===== src/aac_pkg.sv =====
// constants, register map and state type of the converter control block
// assumes one master clock domain; pins are synchronised in the top module
// Notes on behaviour
// master clock is 384 or 256 fs by pin
// divide to 64 fs modulator clock, fs words
// master mode makes serial clocks from master clock
// slave mode clocks come from common source
// reset initialises filter and clears output buffer
// outputs low in reset, bit clock at select
// reset async; shared release on falling edge (code releases on a rising clock edge after two synchroniser flops)
// shared clock and reset start sampling together
// slave waits for frame fall then rise
// word clock input needs high, low, high
// 8192 frame offset calibration after reset
// slave calibration count starts after frame rise
// reset low powers down, recalibrates on release
// two-bit level tag, msb first, frame synchronous
// level tag recomputed every sample, not peak
// tag codes 00,01,10,11 around full scale
// twos complement words, msb first, left then right
// divider held in known phase during reset
package aac_pkg;

   // ----------------------------------------
   // clock ratios and frame layout
   // ----------------------------------------
   localparam int MOD_RATIO = 64;
   localparam int RATIO_LO = 256;
   localparam int RATIO_HI = 384;
   localparam int DIV_LO = RATIO_LO / MOD_RATIO;
   localparam int DIV_HI = RATIO_HI / MOD_RATIO;
   localparam int DIV_W = 3;
   localparam int FRAME_BITS = 64;
   localparam int SAMPLE_W = 16;
   localparam int RIGHT_START = 32;
   localparam int CAL_FRAMES = 8192;
   localparam int FRAME_CNT_W = 16;

   // ----------------------------------------
   // level thresholds on 17-bit magnitude, full scale = 2^16
   // ----------------------------------------
   localparam logic [16:0] LVL_M1DB = 17'h0E429;
   localparam logic [16:0] LVL_FS = 17'h10000;
   localparam logic [16:0] LVL_P1DB = 17'h11F3C;

   // ----------------------------------------
   // register map, byte addresses
   // ----------------------------------------
   localparam int ADR_W = 8;
   localparam logic [7:0] OFF_CTRL = 8'h00;
   localparam logic [7:0] OFF_STATUS = 8'h04;
   localparam logic [7:0] OFF_IRQ_STAT = 8'h08;
   localparam logic [7:0] OFF_IRQ_MASK = 8'h0C;
   localparam logic [7:0] OFF_FRAMES = 8'h10;
   localparam int CTRL_SOFT_RESET = 0;
   localparam int IRQ_CAL_DONE = 0;
   localparam int IRQ_OVERRANGE = 1;
   localparam int IRQ_SYNCED = 2;
   localparam int IRQ_W = 3;
   localparam logic CTRL_RESET_VAL = 1'b0;
   localparam logic [IRQ_W-1:0] IRQ_MASK_RESET_VAL = 3'h0;

   typedef enum logic [2:0] {
      ST_OFF, ST_ARM_HIGH, ST_WAIT_LOW, ST_WAIT_RISE, ST_CAL, ST_RUN
   } aac_state_t;

endpackage


===== src/aac_top.sv =====
// converter control: clock divider, reset and power down, start-up
// gating, offset calibration timing, serial words and level tag
// assumes decimator samples arrive on the master clock domain
`timescale 1ns/1ps
`default_nettype none
module aac_top #(
   parameter int CAL_LEN = aac_pkg::CAL_FRAMES
) (
   input wire logic clock,
   input wire logic rst,
   input wire logic wb_cyc_i,
   input wire logic wb_stb_i,
   input wire logic wb_we_i,
   input wire logic [aac_pkg::ADR_W-1:0] wb_adr_i,
   input wire logic [3:0] wb_sel_i,
   input wire logic [31:0] wb_dat_i,
   output logic [31:0] wb_dat_o,
   output logic wb_ack_o,
   output logic irq,
   input wire logic reset_n_pin,
   input wire logic ratio_384_sel,
   input wire logic slave_mode,
   input wire logic bit_clock_edge_select,
   input wire logic word_clock_input_mode,
   input wire logic channel_frame_clock_in,
   input wire logic word_clock_in,
   input wire logic [15:0] dec_left,
   input wire logic [15:0] dec_right,
   input wire logic [16:0] dec_peak,
   output logic modulator_clock,
   output logic filter_init,
   output logic powered_down,
   output logic calibrating,
   output logic bit_clock_out,
   output logic channel_frame_clock_out,
   output logic word_clock_out,
   output logic serial_clocks_oe_n,
   output logic serial_data_out,
   output logic level_tag_out
);
   import aac_pkg::*;

   // ----------------------------------------
   // pin synchronisers
   // ----------------------------------------
   localparam int SYNC_W = 7;
   logic [SYNC_W-1:0] pin_raw;
   logic [SYNC_W-1:0] meta_ff;
   logic [SYNC_W-1:0] sync_ff;
   assign pin_raw = {word_clock_in, channel_frame_clock_in, word_clock_input_mode,
      bit_clock_edge_select, slave_mode, ratio_384_sel, reset_n_pin};

   // reset pin is asynchronous, so it is caught here like any other pin
   always_ff @(posedge clock) begin
      if (rst) begin
         meta_ff <= '0;
         sync_ff <= '0;
      end else begin
         meta_ff <= pin_raw;
         sync_ff <= meta_ff;
      end
   end

   wire s_reset_n = sync_ff[0];
   wire s_ratio = sync_ff[1];
   wire s_slave = sync_ff[2];
   wire s_edge = sync_ff[3];
   wire s_wclk_mode = sync_ff[4];
   wire s_channel_frame_clock = sync_ff[5];
   wire s_wclk = sync_ff[6];

   // ----------------------------------------
   // registers and state
   // ----------------------------------------
   aac_state_t state_ff, nxt_state;
   logic ctrl_soft_ff;
   logic [IRQ_W-1:0] irq_stat_ff, nxt_irq_stat, irq_mask_ff;
   logic ack_ff;
   logic [31:0] dat_o_ff;
   logic [DIV_W-1:0] div_cnt_ff, nxt_div_cnt;
   logic [5:0] bit_cnt_ff, nxt_bit_cnt;
   logic [13:0] cal_cnt_ff;
   logic [FRAME_CNT_W-1:0] frames_ff;
   logic channel_frame_clock_d_ff;
   logic [SAMPLE_W-1:0] left_buf_ff, right_buf_ff;
   logic [1:0] tag_buf_ff;
   logic mod_clk_ff, bclk_ff, channel_frame_clock_out_ff, wclk_out_ff, sdo_ff, tag_out_ff;

   // device held while the pin is low or software asks for it
   wire dev_reset = rst | ~s_reset_n | ctrl_soft_ff;
   // state decodes shared by outputs, buffers and status
   wire st_cal = (state_ff == ST_CAL);
   wire st_run = (state_ff == ST_RUN);

   // ----------------------------------------
   // helper functions
   // ----------------------------------------
   function automatic logic [1:0] level_code(input logic [16:0] mag);
      if (mag > LVL_P1DB) begin
         level_code = 2'h3;
      end else if (mag >= LVL_FS) begin
         level_code = 2'h2;
      end else if (mag >= LVL_M1DB) begin
         level_code = 2'h1;
      end else begin
         level_code = 2'h0;
      end
   endfunction

   function automatic logic in_word(input logic [5:0] b);
      in_word = (b < 6'(SAMPLE_W)) ||
         (b >= 6'(RIGHT_START) && b < 6'(RIGHT_START + SAMPLE_W));
   endfunction

   // ----------------------------------------
   // divider and frame position
   // ----------------------------------------
   wire [DIV_W-1:0] div_len = s_ratio ? DIV_W'(DIV_HI) : DIV_W'(DIV_LO);
   wire div_wrap = (div_cnt_ff == div_len - 3'h1);
   wire channel_frame_clock_rise = s_channel_frame_clock & ~channel_frame_clock_d_ff;
   wire channel_frame_clock_fall = ~s_channel_frame_clock & channel_frame_clock_d_ff;
   wire active = st_cal | st_run;
   wire frame_end = div_wrap && (bit_cnt_ff == 6'(FRAME_BITS - 1));
   // slave frames restart on the partner's frame edge; common source assumed
   wire realign = s_slave & channel_frame_clock_rise;
   wire frame_tick = active & (s_slave ? channel_frame_clock_rise : frame_end);

   always_comb begin
      nxt_div_cnt = div_wrap ? '0 : div_cnt_ff + 3'h1;
      nxt_bit_cnt = div_wrap ? bit_cnt_ff + 6'h1 : bit_cnt_ff;
      if (!active || realign) begin
         nxt_div_cnt = '0;
         nxt_bit_cnt = '0;
      end
   end

   // a fixed start phase keeps parts released together in step
   always_ff @(posedge clock) begin
      if (dev_reset) begin
         div_cnt_ff <= '0;
         bit_cnt_ff <= '0;
         channel_frame_clock_d_ff <= 1'b0;
      end else begin
         div_cnt_ff <= nxt_div_cnt;
         bit_cnt_ff <= nxt_bit_cnt;
         channel_frame_clock_d_ff <= s_channel_frame_clock;
      end
   end

   // ----------------------------------------
   // start-up sequence
   // ----------------------------------------
   // fourteen bits limit the calibration length to 16384 frames
   wire cal_last = (cal_cnt_ff == 14'(CAL_LEN - 1));
   wire cal_step = st_cal & frame_tick;
   wire cal_done = cal_step & cal_last;
   wire need_wclk = s_slave & s_wclk_mode;
   wire step_ok = ~need_wclk | s_wclk;

   always_comb begin
      nxt_state = state_ff;
      unique case (state_ff)
         ST_OFF: begin
            if (!s_slave) begin
               nxt_state = ST_CAL;
            end else if (need_wclk) begin
               nxt_state = ST_ARM_HIGH;
            end else begin
               nxt_state = ST_WAIT_LOW;
            end
         end
         ST_ARM_HIGH: begin
            if (s_wclk && s_channel_frame_clock) begin
               nxt_state = ST_WAIT_LOW;
            end
         end
         ST_WAIT_LOW: begin
            if ((channel_frame_clock_fall || (need_wclk && !s_channel_frame_clock)) && step_ok) begin
               nxt_state = ST_WAIT_RISE;
            end
         end
         ST_WAIT_RISE: begin
            if (channel_frame_clock_rise && step_ok) begin
               nxt_state = ST_CAL;
            end
         end
         ST_CAL: begin
            if (cal_done) begin
               nxt_state = ST_RUN;
            end
         end
         ST_RUN: begin
            nxt_state = ST_RUN;
         end
      endcase
   end

   always_ff @(posedge clock) begin
      if (dev_reset) begin
         state_ff <= ST_OFF;
         cal_cnt_ff <= '0;
      end else begin
         state_ff <= nxt_state;
         if (cal_step) begin
            cal_cnt_ff <= cal_cnt_ff + 14'h1;
         end
      end
   end

   // ----------------------------------------
   // sample buffers
   // ----------------------------------------
   wire take_sample = frame_tick & st_run;
   // one decode feeds both the buffer and the overrange event
   wire [1:0] live_code = level_code(dec_peak);

   // buffer cleared in reset and kept zero until calibration ends
   always_ff @(posedge clock) begin
      if (dev_reset) begin
         left_buf_ff <= '0;
         right_buf_ff <= '0;
         tag_buf_ff <= '0;
         frames_ff <= '0;
      end else if (take_sample) begin
         left_buf_ff <= dec_left;
         right_buf_ff <= dec_right;
         tag_buf_ff <= live_code;
         frames_ff <= frames_ff + 16'h1;
      end
   end

   // ----------------------------------------
   // serial outputs
   // ----------------------------------------
   wire [5:0] b = bit_cnt_ff;
   wire [3:0] li = 4'(6'(SAMPLE_W - 1) - b);
   wire [3:0] ri = 4'(6'(RIGHT_START + SAMPLE_W - 1) - b);
   wire data_bit = (b < 6'(RIGHT_START)) ? left_buf_ff[li] : right_buf_ff[ri];
   wire half_hi = (div_cnt_ff < (div_len >> 1));
   wire tag_bit = (b == 6'h0) ? tag_buf_ff[1] : tag_buf_ff[0];
   wire nxt_mod_clk = active & half_hi;
   wire nxt_bclk = (active & ~s_slave) ? (half_hi ^ s_edge) : s_edge;
   wire nxt_channel_frame_clock_out = active & ~s_slave & (b < 6'(RIGHT_START));
   wire nxt_wclk_out = active & ~need_wclk & in_word(b);
   wire nxt_sdo = active & in_word(b) & data_bit;
   wire nxt_tag_out = active & (b < 6'h2) & tag_bit;

   always_ff @(posedge clock) begin
      if (dev_reset) begin
         mod_clk_ff <= 1'b0;
         bclk_ff <= s_edge;
         channel_frame_clock_out_ff <= 1'b0;
         wclk_out_ff <= 1'b0;
         sdo_ff <= 1'b0;
         tag_out_ff <= 1'b0;
      end else begin
         mod_clk_ff <= nxt_mod_clk;
         bclk_ff <= nxt_bclk;
         channel_frame_clock_out_ff <= nxt_channel_frame_clock_out;
         wclk_out_ff <= nxt_wclk_out;
         sdo_ff <= nxt_sdo;
         tag_out_ff <= nxt_tag_out;
      end
   end

   assign modulator_clock = mod_clk_ff;
   assign bit_clock_out = bclk_ff;
   assign channel_frame_clock_out = channel_frame_clock_out_ff;
   assign word_clock_out = wclk_out_ff;
   assign serial_data_out = sdo_ff;
   assign level_tag_out = tag_out_ff;
   assign serial_clocks_oe_n = s_slave;
   assign filter_init = dev_reset;
   assign powered_down = ~active;
   assign calibrating = st_cal;

   // ----------------------------------------
   // wishbone slave
   // ----------------------------------------
   wire wb_req = wb_cyc_i & wb_stb_i;
   wire [5:0] wa = wb_adr_i[7:2];
   wire hit_ctrl = (wa == OFF_CTRL[7:2]);
   wire hit_status = (wa == OFF_STATUS[7:2]);
   wire hit_stat = (wa == OFF_IRQ_STAT[7:2]);
   wire hit_mask = (wa == OFF_IRQ_MASK[7:2]);
   wire hit_frames = (wa == OFF_FRAMES[7:2]);
   // a read is latched once, on the edge that takes the request
   wire rd_take = wb_req & ~ack_ff;
   // writes land on the acknowledged edge only
   wire wr_take = wb_req & wb_we_i & ack_ff & wb_sel_i[0];
   wire [31:0] status_word = {22'h0, tag_buf_ff, 1'b0, s_wclk_mode, s_ratio,
      s_slave, st_run, st_cal, ~active, s_reset_n};
   wire [31:0] rd_mux = hit_ctrl ? {31'h0, ctrl_soft_ff} :
      hit_status ? status_word :
      hit_stat ? {29'h0, irq_stat_ff} :
      hit_mask ? {29'h0, irq_mask_ff} :
      hit_frames ? {16'h0, frames_ff} : 32'h0;

   // ----------------------------------------
   // interrupt status
   // ----------------------------------------
   logic [IRQ_W-1:0] evt;
   logic [IRQ_W-1:0] clr;
   always_comb begin
      evt = '0;
      evt[IRQ_CAL_DONE] = cal_done;
      evt[IRQ_OVERRANGE] = take_sample && live_code == 2'h3;
      evt[IRQ_SYNCED] = state_ff == ST_WAIT_RISE && nxt_state == ST_CAL;
      clr = (wr_take && hit_stat) ? wb_dat_i[IRQ_W-1:0] : '0;
      // a new event beats a clear in the same cycle
      nxt_irq_stat = (irq_stat_ff & ~clr) | evt;
   end

   always_ff @(posedge clock) begin
      if (rst) begin
         ack_ff <= 1'b0;
         dat_o_ff <= '0;
         ctrl_soft_ff <= CTRL_RESET_VAL;
         irq_mask_ff <= IRQ_MASK_RESET_VAL;
         irq_stat_ff <= '0;
      end else begin
         ack_ff <= rd_take;
         if (rd_take) begin
            dat_o_ff <= rd_mux;
         end
         if (wr_take && hit_ctrl) begin
            ctrl_soft_ff <= wb_dat_i[CTRL_SOFT_RESET];
         end
         if (wr_take && hit_mask) begin
            irq_mask_ff <= wb_dat_i[IRQ_W-1:0];
         end
         irq_stat_ff <= nxt_irq_stat;
      end
   end

   assign wb_ack_o = ack_ff;
   assign wb_dat_o = dat_o_ff;
   wire [IRQ_W-1:0] irq_live = irq_stat_ff & irq_mask_ff;
   assign irq = |irq_live;

endmodule
`default_nettype wire


===== config.mk =====
export PLATFORM = sky130hd
export DESIGN_NAME = aac_top
export DESIGN_NICKNAME = d
export VERILOG_FILES = /design/src/aac_pkg.sv /design/src/aac_top.sv
export SDC_FILE = /design/constraint.sdc
export NUM_CORES = 1
export LEC_CHECK = 0
export ABC_CLOCK_PERIOD_IN_PS = 5100
export BUFFER_PORTS_ARGS = -buffer_cell sky130_fd_sc_hd__buf_2
export CORE_MARGIN = 2
export CORE_UTILIZATION = 54
export DETAILED_ROUTE_END_ITERATION = 8
export PLACE_DENSITY = 0.82
export SYNTH_ARGS = -nofsm -noshare
export SYNTH_HDL_FRONTEND = slang
export SYNTH_SLANG_ARGS = --single-unit

===== constraint.sdc =====
create_clock -name clock -period 5.1 [get_ports clock]
set_input_delay 0.255 -clock clock [delete_from_list [all_inputs] [get_ports clock]]
set_output_delay 0.255 -clock clock [all_outputs]
set_load 0.005 [all_outputs]

==> impl_metrics.csv <==
group,metric,value,unit
run_status,outcome,"complete, no violations",
clock_tree,cts_sinks,121,
detailed_routing,wl_per_cell,15.6,um
worst_setup_path,worstPathRequired,5.53,ns
detailed_routing,routed_wl,13400,um
clock_tree,cts.path.max_buffers,2,
worst_hold_path,whs_endpoint,"right_buf_ff[1]",
clock_tree,ctsHoldBuffers,35,
detailed_routing,viasPerCell,5.61,
floorplanning,fp-row-count,36,
grt,grt_pass1_vias,4772,
detailed_routing,drt-met1-wl,5600,um
sta,slew_viol_final,0,
synthesis,async_flop_share,0,%
cells_and_area,n_antenna_cell,0,
detailed_routing,dr.max_layer_used,"met4",
floorplanning,dieArea,0.0109,mm^2
floorplanning,die_x,104,um
worst_setup_path,r2r_cells,6,
power_and_ir_drop,power_frac_comb,4.6,%
worst_setup_path,cp_slowest_cell,"a2111oi_4",
detailed_routing,met3_length,765,um
sta,skew,0.00760,ns
synthesis,yosys_register_bits,121,
worst_hold_path,hold_start,"dec_right[1]",
sta,finalSetupViolCount,0,
worst_setup_path,path_class,"flip-flop to flip-flop",
power_and_ir_drop,p_int,0.00174,W
clock_tree,root_buffer,"clkbuf_8",
grt,antenna_found_initial,0,
synthesis,synthTopCellsByArea,"dfxtp_1 (45%), mux2i_1 (7.7%), nor2_1 (5.8%)",
power_and_ir_drop,p_leak,2.84,nW
place,port_buffers,98,
sta,tightest_slew,1.05,ns
detailed_routing,drtIter0Drc,237,
clock_tree,cts_buffers,17,
synthesis,syn_inst,593,
grt,overflow,0,
power_and_ir_drop,ir_drop,266,uV
cells_and_area,area_growth_syn_to_layout,26.3,%
clock_tree,postCtsSetupBuffers,0,
grt,grt_pass1_wl,22000,um
synthesis,ys_types,63,
synthesis,syn_area,0.00543,mm^2
sta,setup_ws,1.78,ns
worst_hold_path,hold_depth,3,
worst_hold_path,hp-class,"primary input to flip-flop",
synthesis,avgSynthCellArea,9.15,um^2
power_and_ir_drop,switchingPower,0.000476,W
worst_setup_path,rr_endpoint,"frames_ff[15]",
detailed_routing,routed-wl-met2,6710,um
clock_tree,clk_latency,0.51,ns
worst_setup_path,rrSetupSlack,1.78,ns
sta,fmax,301,MHz
clock_tree,h-tree-depth,4,
synthesis,synth_edf_count,0,
sta,fin_crit_sh,65.1,%
flow_run,maxCapViolCount,0,
sta,hold_violations,0,
detailed_routing,firstDrtPassIters,5,
worst_setup_path,crit-reg2reg-launch,"b[0]",
worst_setup_path,path_max_fanout,14,
clock_tree,ctsResizeCount,0,
detailed_routing,num_vias,4828,
power_and_ir_drop,clock_power_share,52.0,%
grt,grt_max_degree,66,
synthesis,synth_warnings,0,
cells_and_area,nets,825,
clock_tree,clk_pin_slew,0.06,ns
worst_setup_path,crit_path_end_kind,"flip-flop",
detailed_routing,ant_nets,0,
clock_tree,cts_tree,"yes",
synthesis,synth_flop_cell,"dfxtp_1",
worst_setup_path,crit_chain,"ha_1 -> nand2_1 -> a2111oi_4 -> o2111ai_1 -> or4_1 -> a21oi_1",
synthesis,ys_seq_area_share,44.6,%
sta,rsz0062_at_grt,"false",
detailed_routing,drc,0,
cells_and_area,layout_common_cells,"dfxtp_1 (121), buf_2 (98), nor2_1 (84)",
worst_setup_path,critPathLaunchType,"flip-flop",
sta,setup_tns,0,ns
synthesis,synth_top_area_cell,"dfxtp_1",
floorplanning,fp.dieH,104,um
sta,slew_headroom,30.0,%
power_and_ir_drop,seqPwrFrac,43.3,%
worst_setup_path,critPathArrivalTime,3.75,ns
power_and_ir_drop,power_switching_share,21.5,%
floorplanning,start_util,55.5,%
place,place_ws,1.82,ns
synthesis,netlist.area_leader.share,44.6,%
cells_and_area,final_layout_size_suffix_gt1_share,20.1,%
sta,hold_slack,0.000972,ns
floorplanning,ios,149,
worst_setup_path,slowest_delay,0.84,ns
floorplanning,coreArea,0.00977,mm^2
sta,period_minus_slack,3.32,ns
grt,grt_usage,25.0,%
power_and_ir_drop,p_per_area,324,mW/mm^2
place,post-dp-hpwl,8610,um
place,place.gp.congestion,0.861,
cells_and_area,final_common_cell,"dfxtp_1",
## through the flow
| stage | area, um^2 | std cells | total power, W | utilization (%) |
|---|---|---|---|---|
| detailed placement | 5920 | 793 | 0.00106 | 60.6 |
| floorplan | 5480 | 608 | 0.00103 | - |
| finish | 6860 | 860 | 0.00222 | 70.1 |
| CTS | 6860 | 860 | 0.00222 | 70.1 |
| global route | 6860 | 860 | 0.00229 | 70.1 |
| global placement | 5920 | 793 | 0.00106 | 60.6 |
## synthesized netlist by cell type (3+ instances only)
master	number
dfxtp_1	121
nor2_1	84
mux2i_1	42
a21oi_1	32
nand2_1	31
clkbuf_1	26
o21ai_0	21
nor2b_1	18
buf_4	16
nand3_1	16
inv_1	14
or3_1	14
nor3_1	12
nand4_1	11
xor2_1	11
and3_1	8
mux4_2	8
o2111ai_1	8
xnor2_1	8
a221oi_1	7
ha_1	6
and2_1	5
buf_2	5
nand2b_1	5
nor3b_1	5
o211ai_1	5
o31ai_1	4
a211oi_1	3
a22oi_1	3
a31oi_1	3
or4_1	3
## sequential cells by signal (all words and copies together), names as in the netlist, 2 cells and up
register / flops
frames_ff: 16
left_buf_ff: 16
right_buf_ff: 16
wb_dat_o: 16
cal_cnt_ff: 14
meta_ff: 7
sync_ff: 7
b: 6
div_cnt_ff: 3
irq_mask_ff: 3
irq_stat_ff: 3
state_ff: 3
tag_buf_ff: 2
## worst max path at each step
| stage | start | endpoint |
|---|---|---|
| after floorplan | div_cnt_ff[2] | cal_cnt_ff[10] |
| after global placement | b[0] | frames_ff[15] |
| after detailed placement | b[0] | frames_ff[15] |
| after CTS | b[0] | frames_ff[15] |
| after global routing | b[0] | frames_ff[15] |
| final | b[0] | frames_ff[15] |
## critical path: cells and delay by family, from the launching register on
family | cells | cell delay [ns]
compound gates | 3 | 1.56
fa+ha+maj | 1 | 0.26
flops | 1 | 0.75
simple gates | 2 | 0.67
## area by class of cell
class	instances	area [um^2]
multi-input cells	424	2770
repair buffers	136	863
fillers	694	2920
inverters	14	52.6
clock buffers	22	463
clock inverters	10	119
well taps	133	166
flip-flops and latches	121	2420
## layer usage
layer  vias up  track usage, %
met4         0            11.6
met3        31            6.64
met1      2277            28.6
met2       183            43.5
li1       2337               -
met5         -               0
## power groups by stage
| stage | combinational, W | sequential, W | clock [W] |
|---|---|---|---|
| 2_1_floorplan | 0.0000470 | 0.000980 | 0 |
| 3_3_place_gp | 0.0000758 | 0.000982 | 0 |
| 3_5_place_dp | 0.0000788 | 0.000982 | 0 |
| 4_1_cts | 0.0000994 | 0.000961 | 0.00116 |
| 5_1_grt | 0.000111 | 0.000963 | 0.00122 |
| 6_report | 0.000102 | 0.000962 | 0.00115 |
## kinds of logic (layout without fill, tap and decap cells)
| kind of cell | Yosys count | after routing | synth area share (%) |
|---|---|---|---|
| AOI/OAI and AO/OA | 109 | 109 | 13.7 |
| xor gates and xnor gates | 19 | 19 | 3.07 |
| adders and majority gates | 6 | 6 | 1.38 |
| buffers and inverters | 63 | 182 | 5.58 |
| DFF | 121 | 121 | 44.6 |
| muxes | 50 | 50 | 11.1 |
| other | 1 | 16 | 0.0691 |
| and+or+nand+nor | 224 | 224 | 20.5 |
(Power assumes the default switching activity.)
